--- config.mk ---
export PLATFORM = sky130hd
export DESIGN_NAME = subtract_xor_swap_exec_unit
export DESIGN_NICKNAME = d
export VERILOG_FILES = /design/src/logic/exec_unit_pkg.sv /design/src/logic/subtract_xor_swap_exec_unit.sv
export SDC_FILE = /design/constraint.sdc
export NUM_CORES = 2
export LEC_CHECK = 0
export BUFFER_PORTS_ARGS = -buffer_cell sky130_fd_sc_hd__buf_2
export CORE_MARGIN = 1
export CORE_UTILIZATION = 57
export CTS_CLUSTER_SIZE = 30
export DETAILED_ROUTE_END_ITERATION = 16
export GPL_TIMING_DRIVEN = 1
export MAX_ROUTING_LAYER = met4
export PLACE_DENSITY = 0.75
export SYNTH_ARGS = -nofsm -noshare
export SYNTH_HDL_FRONTEND = slang
export SYNTH_SLANG_ARGS = --single-unit
--- constraint.sdc ---
create_clock -name core_clk -period 11.7 [get_ports core_clk]
set_input_delay 1.755 -clock core_clk [delete_from_list [all_inputs] [get_ports core_clk]]
set_output_delay 1.755 -clock core_clk [all_outputs]
set_load 0.1 [all_outputs]
--- src/logic/exec_unit_pkg.sv ---
// Purpose: Shared constants and types for the subtract/xor/swap execution unit
// Assumes: APB with 32-bit data, 12-bit byte address
// Notes: Register file window holds 128 bytes, one per aligned word
package exec_unit_pkg;
  localparam int ADDR_W = 12;
  localparam int DATA_W = 32;
  localparam int REG_AW = 7;
  // Register byte offsets
  localparam logic [11:0] OFS_INSTR = 12'h000;
  localparam logic [11:0] OFS_ACC = 12'h004;
  localparam logic [11:0] OFS_STATUS = 12'h008;
  localparam logic [11:0] OFS_CTRL = 12'h00C;
  localparam logic [11:0] OFS_WDT = 12'h010;
  localparam logic [11:0] OFS_DIR_A = 12'h014;
  localparam logic [11:0] OFS_DIR_B = 12'h018;
  localparam logic [11:0] OFS_DIR_C = 12'h01C;
  localparam logic [2:0] REGFILE_SEL = 3'h1;
  // Status bit positions
  localparam int ST_CARRY = 0;
  localparam int ST_DIGIT = 1;
  localparam int ST_ZERO = 2;
  localparam int ST_PD_N = 3;
  localparam int ST_TO_N = 4;
  // Control bit positions
  localparam int CTRL_WAKE = 0;
  // Reset values, and the watchdog count loaded on sleep
  localparam logic [7:0] ACC_RST = 8'h00;
  localparam logic [7:0] DIR_RST = 8'hFF;
  localparam logic [7:0] WDT_CLEARED = 8'h00;
  // Direction operand codes
  localparam logic [7:0] DIR_OPND_A = 8'h05;
  localparam logic [7:0] DIR_OPND_B = 8'h06;
  localparam logic [7:0] DIR_OPND_C = 8'h07;
  typedef enum logic [3:0] {
    OP_SUB_FROM_LITERAL = 4'h1,
    OP_SUB_ACC_FROM_REG = 4'h2,
    OP_SUB_ACC_FROM_REG_BORROW = 4'h3,
    OP_NIBBLE_SWAP = 4'h4,
    OP_XOR_WITH_LITERAL = 4'h5,
    OP_XOR_WITH_REG = 4'h6,
    OP_LOAD_DIRECTION = 4'h7,
    OP_SLEEP = 4'h8
  } opcode_type;
  typedef struct packed {
    logic [3:0] opcode;
    logic dest;
    logic [7:0] operand;
  } instr_type;
  typedef enum logic [1:0] {
    ST_RUN = 2'b01,
    ST_ASLEEP = 2'b10
  } power_state_type;
  typedef struct packed {
    logic psel;
    logic penable;
    logic pwrite;
    logic [ADDR_W-1:0] paddr;
    logic [DATA_W-1:0] pwdata;
  } apb_req_type;
  typedef struct packed {
    logic [DATA_W-1:0] prdata;
    logic pready;
    logic pslverr;
  } apb_rsp_type;
endpackage : exec_unit_pkg

--- src/logic/subtract_xor_swap_exec_unit.sv ---
// Purpose: Executes subtract, xor, nibble swap, direction load and sleep
// Assumes: APB master, instructions issued by writing the instruction register
// Notes: One wait state on every APB access
//
// Local design decisions: the APB slave port and the register addresses.
`timescale 1ns/1ps
module subtract_xor_swap_exec_unit #(
  parameter int WDT_PRE_W = 8,
  parameter int WDT_CNT_W = 8
) (
  input wire logic core_clk,
  input wire logic srst,
  input wire exec_unit_pkg::apb_req_type apbReq,
  output exec_unit_pkg::apb_rsp_type apbRsp,
  output logic [7:0] portADir,
  output logic [7:0] portBDir,
  output logic [7:0] portCDir,
  output logic sleepMode,
  output logic oscEnable
);

  generate
    if (WDT_PRE_W < 1 || WDT_PRE_W > 16 || WDT_CNT_W < 1 || WDT_CNT_W > 16) begin : g_chk
      $error("Watchdog widths must lie between 1 and 16");
    end
  endgenerate

  exec_unit_pkg::apb_rsp_type rsp_r;
  exec_unit_pkg::apb_rsp_type rsp_nxt;
  exec_unit_pkg::power_state_type state_r;
  exec_unit_pkg::power_state_type state_nxt;
  exec_unit_pkg::instr_type instr;
  exec_unit_pkg::instr_type lastInstr_r;
  exec_unit_pkg::instr_type lastInstr_nxt;
  logic [7:0] regFile [0:127];
  logic [7:0] acc_r;
  logic [7:0] acc_nxt;
  logic carry_r;
  logic carry_nxt;
  logic digit_r;
  logic digit_nxt;
  logic zero_r;
  logic zero_nxt;
  logic pdN_r;
  logic pdN_nxt;
  logic toN_r;
  logic toN_nxt;
  logic [7:0] dirA_r;
  logic [7:0] dirA_nxt;
  logic [7:0] dirB_r;
  logic [7:0] dirB_nxt;
  logic [7:0] dirC_r;
  logic [7:0] dirC_nxt;
  logic osc_r;
  logic osc_nxt;
  logic [WDT_PRE_W-1:0] wdtPre_r;
  logic [WDT_PRE_W-1:0] wdtPre_nxt;
  logic [WDT_CNT_W-1:0] wdtCnt_r;
  logic [WDT_CNT_W-1:0] wdtCnt_nxt;
  logic access;
  logic done;
  logic isRegWin;
  logic [6:0] winIdx;
  logic [7:0] opReg;
  logic badInstr;
  logic errNow;
  logic [31:0] rdNow;
  logic doInstr;
  logic regWe;
  logic [6:0] regWa;
  logic [7:0] regWd;
  logic [7:0] subA;
  logic [7:0] subB;
  logic subCin;
  logic [8:0] subSum;
  logic [4:0] subLow;
  logic [7:0] result;
  logic wdtClear;

  assign access = apbReq.psel & apbReq.penable;
  assign done = access & rsp_r.pready;
  assign isRegWin = apbReq.paddr[11:9] == exec_unit_pkg::REGFILE_SEL;
  assign winIdx = apbReq.paddr[8:2];
  assign instr = exec_unit_pkg::instr_type'(apbReq.pwdata[12:0]);
  assign opReg = regFile[instr.operand[6:0]];
  assign doInstr = done & apbReq.pwrite & ~errNow
      & (apbReq.paddr == exec_unit_pkg::OFS_INSTR);

  // Instruction legality; refused while asleep
  always_comb begin
    badInstr = 1'b0;
    unique case (instr.opcode)
      exec_unit_pkg::OP_SUB_FROM_LITERAL,
      exec_unit_pkg::OP_SUB_ACC_FROM_REG,
      exec_unit_pkg::OP_SUB_ACC_FROM_REG_BORROW,
      exec_unit_pkg::OP_NIBBLE_SWAP,
      exec_unit_pkg::OP_XOR_WITH_LITERAL,
      exec_unit_pkg::OP_XOR_WITH_REG,
      exec_unit_pkg::OP_SLEEP: badInstr = 1'b0;
      exec_unit_pkg::OP_LOAD_DIRECTION: begin
        badInstr = instr.operand != exec_unit_pkg::DIR_OPND_A
            && instr.operand != exec_unit_pkg::DIR_OPND_B
            && instr.operand != exec_unit_pkg::DIR_OPND_C;
      end
      default: badInstr = 1'b1;
    endcase
    if (state_r == exec_unit_pkg::ST_ASLEEP) begin
      badInstr = 1'b1;
    end
  end

  // Read mux and address decode
  always_comb begin
    rdNow = 32'h0000_0000;
    errNow = 1'b0;
    if (isRegWin) begin
      rdNow[7:0] = regFile[winIdx];
    end else begin
      unique case (apbReq.paddr)
        exec_unit_pkg::OFS_INSTR: begin
          rdNow[12:0] = lastInstr_r;
          errNow = apbReq.pwrite & badInstr;
        end
        exec_unit_pkg::OFS_ACC: rdNow[7:0] = acc_r;
        exec_unit_pkg::OFS_STATUS: begin
          rdNow[exec_unit_pkg::ST_CARRY] = carry_r;
          rdNow[exec_unit_pkg::ST_DIGIT] = digit_r;
          rdNow[exec_unit_pkg::ST_ZERO] = zero_r;
          rdNow[exec_unit_pkg::ST_PD_N] = pdN_r;
          rdNow[exec_unit_pkg::ST_TO_N] = toN_r;
        end
        exec_unit_pkg::OFS_CTRL: begin
          rdNow[exec_unit_pkg::CTRL_WAKE] = state_r == exec_unit_pkg::ST_ASLEEP;
        end
        exec_unit_pkg::OFS_WDT: begin
          rdNow[WDT_CNT_W-1:0] = wdtCnt_r;
          rdNow[16+WDT_PRE_W-1:16] = wdtPre_r;
        end
        exec_unit_pkg::OFS_DIR_A: rdNow[7:0] = dirA_r;
        exec_unit_pkg::OFS_DIR_B: rdNow[7:0] = dirB_r;
        exec_unit_pkg::OFS_DIR_C: rdNow[7:0] = dirC_r;
        default: errNow = 1'b1;
      endcase
    end
  end

  // APB answer: one wait state, data and error registered
  always_comb begin
    rsp_nxt.prdata = 32'h0000_0000;
    rsp_nxt.pready = 1'b0;
    rsp_nxt.pslverr = 1'b0;
    if (access && !rsp_r.pready) begin
      rsp_nxt.pready = 1'b1;
      rsp_nxt.pslverr = errNow;
      rsp_nxt.prdata = apbReq.pwrite ? 32'h0000_0000 : rdNow;
    end
  end

  // Shared subtractor: a + ~b + cin
  always_comb begin
    subA = opReg;
    subB = acc_r;
    subCin = 1'b1;
    if (instr.opcode == exec_unit_pkg::OP_SUB_FROM_LITERAL) begin
      subA = instr.operand;
    end
    if (instr.opcode == exec_unit_pkg::OP_SUB_ACC_FROM_REG_BORROW) begin
      subCin = carry_r;
    end
    subSum = {1'b0, subA} + {1'b0, ~subB} + {8'h00, subCin};
    subLow = {1'b0, subA[3:0]} + {1'b0, ~subB[3:0]} + {4'h0, subCin};
  end

  // Execution and software writes
  always_comb begin
    acc_nxt = acc_r;
    carry_nxt = carry_r;
    digit_nxt = digit_r;
    zero_nxt = zero_r;
    pdN_nxt = pdN_r;
    toN_nxt = toN_r;
    dirA_nxt = dirA_r;
    dirB_nxt = dirB_r;
    dirC_nxt = dirC_r;
    state_nxt = state_r;
    osc_nxt = osc_r;
    lastInstr_nxt = lastInstr_r;
    regWe = 1'b0;
    regWa = instr.operand[6:0];
    regWd = 8'h00;
    result = 8'h00;
    wdtClear = 1'b0;
    if (doInstr) begin
      lastInstr_nxt = instr;
      unique case (instr.opcode)
        exec_unit_pkg::OP_SUB_FROM_LITERAL,
        exec_unit_pkg::OP_SUB_ACC_FROM_REG,
        exec_unit_pkg::OP_SUB_ACC_FROM_REG_BORROW: begin
          result = subSum[7:0];
          carry_nxt = subSum[8];
          digit_nxt = subLow[4];
          zero_nxt = result == 8'h00;
        end
        exec_unit_pkg::OP_NIBBLE_SWAP: begin
          result = {opReg[3:0], opReg[7:4]};
        end
        exec_unit_pkg::OP_XOR_WITH_LITERAL: begin
          result = acc_r ^ instr.operand;
          zero_nxt = result == 8'h00;
        end
        exec_unit_pkg::OP_XOR_WITH_REG: begin
          result = acc_r ^ opReg;
          zero_nxt = result == 8'h00;
        end
        exec_unit_pkg::OP_LOAD_DIRECTION: begin
          if (instr.operand == exec_unit_pkg::DIR_OPND_A) begin
            dirA_nxt = acc_r;
          end
          if (instr.operand == exec_unit_pkg::DIR_OPND_B) begin
            dirB_nxt = acc_r;
          end
          if (instr.operand == exec_unit_pkg::DIR_OPND_C) begin
            dirC_nxt = acc_r;
          end
        end
        exec_unit_pkg::OP_SLEEP: begin
          pdN_nxt = 1'b0;
          toN_nxt = 1'b1;
          wdtClear = 1'b1;
          state_nxt = exec_unit_pkg::ST_ASLEEP;
          osc_nxt = 1'b0;
        end
        default: result = 8'h00;
      endcase
      // Literal forms and direction load have no destination choice
      if (instr.opcode == exec_unit_pkg::OP_SUB_FROM_LITERAL
          || instr.opcode == exec_unit_pkg::OP_XOR_WITH_LITERAL) begin
        acc_nxt = result;
      end
      if (instr.opcode == exec_unit_pkg::OP_SUB_ACC_FROM_REG
          || instr.opcode == exec_unit_pkg::OP_SUB_ACC_FROM_REG_BORROW
          || instr.opcode == exec_unit_pkg::OP_NIBBLE_SWAP
          || instr.opcode == exec_unit_pkg::OP_XOR_WITH_REG) begin
        if (instr.dest) begin
          regWe = 1'b1;
          regWd = result;
        end else begin
          acc_nxt = result;
        end
      end
    end else if (done && apbReq.pwrite && !errNow) begin
      if (isRegWin) begin
        regWe = 1'b1;
        regWa = winIdx;
        regWd = apbReq.pwdata[7:0];
      end else if (apbReq.paddr == exec_unit_pkg::OFS_ACC) begin
        acc_nxt = apbReq.pwdata[7:0];
      end else if (apbReq.paddr == exec_unit_pkg::OFS_STATUS) begin
        carry_nxt = apbReq.pwdata[exec_unit_pkg::ST_CARRY];
        digit_nxt = apbReq.pwdata[exec_unit_pkg::ST_DIGIT];
        zero_nxt = apbReq.pwdata[exec_unit_pkg::ST_ZERO];
      end else if (apbReq.paddr == exec_unit_pkg::OFS_CTRL
          && apbReq.pwdata[exec_unit_pkg::CTRL_WAKE]) begin
        state_nxt = exec_unit_pkg::ST_RUN;
        osc_nxt = 1'b1;
      end
    end
  end

  // Watchdog runs only while the oscillator runs
  always_comb begin
    wdtPre_nxt = wdtPre_r;
    wdtCnt_nxt = wdtCnt_r;
    if (wdtClear) begin
      wdtPre_nxt = '0;
      wdtCnt_nxt = WDT_CNT_W'(exec_unit_pkg::WDT_CLEARED);
    end else if (osc_r) begin
      wdtPre_nxt = wdtPre_r + 1'b1;
      if (&wdtPre_r) begin
        wdtCnt_nxt = wdtCnt_r + 1'b1;
      end
    end
  end

  always_ff @(posedge core_clk) begin
    if (regWe) begin
      regFile[regWa] <= regWd;
    end
  end

  always_ff @(posedge core_clk) begin
    if (srst) begin
      rsp_r <= '0;
      state_r <= exec_unit_pkg::ST_RUN;
      lastInstr_r <= '0;
      acc_r <= exec_unit_pkg::ACC_RST;
      carry_r <= 1'b0;
      digit_r <= 1'b0;
      zero_r <= 1'b0;
      pdN_r <= 1'b1;
      toN_r <= 1'b1;
      dirA_r <= exec_unit_pkg::DIR_RST;
      dirB_r <= exec_unit_pkg::DIR_RST;
      dirC_r <= exec_unit_pkg::DIR_RST;
      osc_r <= 1'b1;
      wdtPre_r <= '0;
      wdtCnt_r <= '0;
    end else begin
      rsp_r <= rsp_nxt;
      state_r <= state_nxt;
      lastInstr_r <= lastInstr_nxt;
      acc_r <= acc_nxt;
      carry_r <= carry_nxt;
      digit_r <= digit_nxt;
      zero_r <= zero_nxt;
      pdN_r <= pdN_nxt;
      toN_r <= toN_nxt;
      dirA_r <= dirA_nxt;
      dirB_r <= dirB_nxt;
      dirC_r <= dirC_nxt;
      osc_r <= osc_nxt;
      wdtPre_r <= wdtPre_nxt;
      wdtCnt_r <= wdtCnt_nxt;
    end
  end

  assign apbRsp = rsp_r;
  assign portADir = dirA_r;
  assign portBDir = dirB_r;
  assign portCDir = dirC_r;
  // One-hot asleep bit, straight from its flop
  assign sleepMode = state_r[1];
  assign oscEnable = osc_r;

endmodule : subtract_xor_swap_exec_unit

# == Word level (Yosys, flattened, before mapping) ==
# Memory sizes are Yosys's and may differ from the RTL's.
# Index checks and enable logic that the tools add are counted.
# op_classes
add_sub_neg,6
eq_ne,29
n_mux,68
bitwise,14
reduce_logical,37
# op_table
cell,count
2-to-1 mux 8 bit,14
equality test 12 x 5 -> 1 bit (second input constant),4
2-to-1 mux 1 bit,36
case mux 8 bit (4 select lines),1
case mux 4 bit (7 select lines),1
equality test 12 x 4 -> 1 bit (second input constant),2
equality test 8 x 3 -> 1 bit (second input constant),3
logical NOT 8 bit,3
!= test 8 x 3 -> 1 bit (second input constant),3
2-to-1 mux 7 bit,3
case mux 3 bit (6 select lines),1
adder 8 x 1 -> 8 bit (second input constant),2
equality test 4 x 3 -> 1 bit (second input constant),4
2-to-1 mux 2 bit,8
bitwise XOR 8 bit,2
OR reduction 7 bit,2
equality test 12 x 3 -> 1 bit (second input constant),1
logical NOT 12 bit,1
AND reduction 3 bit,4
AND reduction 5 bit,2
OR reduction 5 bit,2
adder 8 x 8 -> 9 bit,1
adder 9 x 1 -> 9 bit,1
AND reduction 9 bit,1
other kinds (25),52
# totals
register_bits,91
ramBits,1024
elab_cells,175
memories,1
# mem_list
name,words,word_bits,read_ports,rd_clocked_by_memory_dff,write_ports,line,source
regFile,128,8,2,0,1,subtract_xor_swap_exec_unit.sv:35,logic [7:0] regFile [0:127];

# == Depth between registers and ports, before layout ==
# logic_depth
depth_word,14
mapped_depth,23
ltp_nobuf,18

# == Least setup slack after synthesis ==
# No wires, ideal clock.
# synth_path
path_kind,input -> register
from,input apbReq[0] (netlist name)
to,memory regFile[0][5] (data pin)
setup_time_ns,1.199
t_arrival_ns,10.009
required_ns,10.501
path_slack_ns,0.492
cell_stages,17
path_buffers,2
path_cell_list,buf_6 > buf_8 > mux4_1 > a22o_1 > a211oi_1 > a211oi_1 > or4_4 > mux2_2 > ha_1 > o21ai_0 > a21boi_0 > o21ai_0 > nand2b_1 > xnor2_1 > o22ai_1 > a221oi_1 > o21ai_0
# synth_between
elab_chain_cells,12
# synth_lines
item,line,source
from (decl),subtract_xor_swap_exec_unit.sv:13,"input wire exec_unit_pkg::apb_req_type apbReq,"
"parallel branches: the longest is 11 deep, another holds adder 8 x 8 -> 9 bit",-,
2-to-1 mux 8 bit *,subtract_xor_swap_exec_unit.sv:193,if (doInstr) begin
via regWd[5],subtract_xor_swap_exec_unit.sv:71,logic [7:0] regWd;
to (decl),subtract_xor_swap_exec_unit.sv:35,
# Mark *: on every way through the listed nets, which the timed path passes.

# == Worst setup path after layout ==
# layout_path
from,input apbReq[3] (netlist name)
to,memory regFile[96][5] (data pin)
# Same word-level chain as after synthesis.

==> reports/metrics.yaml <==
place:
  dp_hpwl_um: 96900
  port_buffers: 78
  gp_congestion: 0.933
  placed_area_um2: 54400
clock_network:
  clockBufferDepth: 3
  cts-root-buf: "clkbuf_16"
  cts_setup_buffers: 0
  htreeDepth: 3
  cts_resized: 0
  cts_buffers: 112
  clk_latency_ns: 0.71
  path_clk_slew_ns: 0.06
  cts_tree: "built"
  hold_buffers: 0
  cts_sinks: 1114
detailed_routing:
  ant_nets: 0
  wl_per_cell_um: 36.4
  viasPerCell: 7.45
  drc: 0
  wirelength_um: 156000
  first_pass_iters: 6
  via_count: 31947
  drt-initial-drc-count: 5375
worst_setup_path:
  worstPathMaxFanout: 96
  slowest_delay_ns: 0.88
  cp-start-kind: "input pin"
  worstPathRequired_ns: 12.03
  cp_cell_sequence: "buf_2, or3b_2, o221ai_1, a211oi_1, a211oi_1, or4_4, mux2_2, ha_1, o21ai_0, a21boi_0, o21ai_0, nand2b_1, xnor2_1, o22ai_1, a221oi_1, o21ai_4, buf_4"
  crit_start: "apbReq[3]"
  critical_path.top_delay_family: "compound AO/OA/AOI/OAI gates"
  cp_num_buf_inv: 2
  crit_slowest_cell: "or3b_2"
  crit_type: "in2reg"
  cp.arrival_ns: 8.70
  endpoint_kind: "flip-flop"
  r2r_start: "regFile[127][2]"
sta:
  fin_skew_ns: 0.0455
  setup_viol: 0
  worst_pin_slew_ns: 1.36
  fin_crit_sh_pct: 71.6
  fmax_mhz: 119
  final_max_slew_viol_count: 0
  finalHoldViolations: 0
  final.min_clock_period_ns: 8.37
  grt_setup_unrepaired: "false"
  max_slew_margin_pct: 9.32
  hold_slack_ns: 0.452
  finalSetupTns_ns: 0
yosys:
  synth.area.top_cells: "edfxtp_1 58%, mux4_2 21%, dfxtp_1 3.4%"
  synth_top_area_share_pct: 57.8
  synth_area_um2: 53200
  postSynthCellCount: 2917
  ys_types: 95
  synth-seq-cells: 1114
  synth_common_cells: "1024 x edfxtp_1, 493 x mux4_2, 181 x nor2_1"
  synth_warnings: 0
  syn_avg_cell_area_um2: 18.2
  synth.most_common_cell: "edfxtp_1"
  yosys.area.top_type: "edfxtp_1"
  ys_seq_area_share_pct: 61.2
  synth_ff_type: "edfxtp_1"
  synth_edf_count: 1024
  synthArstFlopShare_pct: 0
layout:
  drive_gt1_share_pct: 29.5
  nets: 3001
  stdcell_area_um2: 58100
  final_util_pct: 63.1
  area_delta_synth_final_pct: 9.25
grt:
  grt-ovfl-total: 0
  grt_use_total_pct: 34.5
  grt_pass1_wl_um: 224000
  grt_max_degree: 129
  antenna_found_initial: 9
  grt_pass1_vias: 31602
floorplanning:
  fp.dieW_um: 308
  die-area_um2: 94600
  die_h_um: 308
  io_pins: 109
  initial_core_util_pct: 57.8
  core_um2: 92100
  rows: 111
power_and_ir_drop:
  ir_worst_vdd_mv: 0.113
  power_w: 0.00837
  power_density_nw_per_um2: 144
  p_leak_nw: 20.9
hold_path:
  worstHoldStart: "lastInstr_r[12]"
  min_path_type: "reg2reg"
flow_run:
  cap_violations: 0
run_status:
  outcome: "complete, no violations"
## path summary, 6_finish.rpt
path / end / slack, ns / cells after the start
worst max register to register: regFile[96][5] / 5.07 / 16
worst min register to register: lastInstr_r[12] / 0.45 / 2
worst max-delay path: regFile[96][5] / 3.33 / 17
worst min-delay path: lastInstr_r[12] / 0.45 / 2
## sequential cells by signal, summed over array words and instances (netlist names), 2 cells and up
signal	cells
regFile	1024
apbRsp	23
lastInstr_r	13
acc_r	8
portADir	8
portBDir	8
portCDir	8
wdtCnt_r	8
wdtPre_r	8
state_r	2
## worst reg2reg max path: stages (launching register included)
cell	delay, ns
edfxtp_1	0.37
mux4_4	0.60
a22o_1	0.26
a211oi_1	0.60
a211oi_1	0.31
or4_4	0.64
mux2_2	0.29
ha_1	0.32
o21ai_0	0.13
a21boi_0	0.16
o21ai_0	0.25
nand2b_1	0.13
xnor2_1	0.17
o22ai_1	0.14
a221oi_1	0.13
o21ai_4	0.71
buf_4	0.82
## power by group
part           internal (W)  switching (W)  total (W)  leakage [nW]
sequential          0.00428     0.00000126    0.00428          12.6
combinational      0.000131       0.000281   0.000412          6.42
clock               0.00210        0.00158    0.00368          1.84
total               0.00651        0.00186    0.00837          20.9
## cells by family after synthesis
family,Yosys count,synth area share (%)
compound gates,382,5.53
xor+xnor,35,0.576
simple gates,440,4.05
mux,679,25.4
buf+inv,255,2.98
other cells,1,0.00705
fa+ha+maj,11,0.287
flops,1114,61.2
## through the flow
step	worst slack, ns	cells
after floorplan	0.492	2927
after global placement	2.97	4070
after detailed placement	2.83	4070
after CTS	3.48	4280
after global routing	3.04	4287
final	3.33	4288
## routing by layer
metal | share of wire, % | track usage [%] | up-vias
met4 | 5.5 | 16.9 | 0
met1 | 35 | 45.0 | 16431
li1 | - | - | 12446
met5 | 0 | - | -
met2 | 47 | 51.2 | 2574
met3 | 13 | 8.31 | 496
## layout by cell type (no fill, tap or decap), types with 26 or more instances in the layout
cell type	instances
o22ai_1	33
nand2_1	100
mux2i_1	122
clkinv_2	26
mux4_1	28
mux4_2	493
a21oi_1	38
a22o_1	34
nor3_1	27
a211oi_1	48
a22oi_1	39
edfxtp_1	1024
dfxtp_1	90
a211o_1	39
clkbuf_16	115
nor2_1	179
mux2_2	32
buf_2	70
o221ai_1	27
buf_4	60
## area by class of cell
| class | instances | area (um2) |
|---|---|---|
| Timing Repair Buffer | 139 | 960 |
| Tap cell | 1243 | 1560 |
| Clock inverter | 78 | 791 |
| Inverter | 16 | 60.1 |
| Antenna cell | 8 | 20.0 |
| Multi-Input combinational cell | 1558 | 19200 |
| Sequential cell | 1114 | 32600 |
| Fill cell | 6227 | 34000 |
| Clock buffer | 132 | 2950 |
Note: power is estimated with default switching activity, not from simulation.
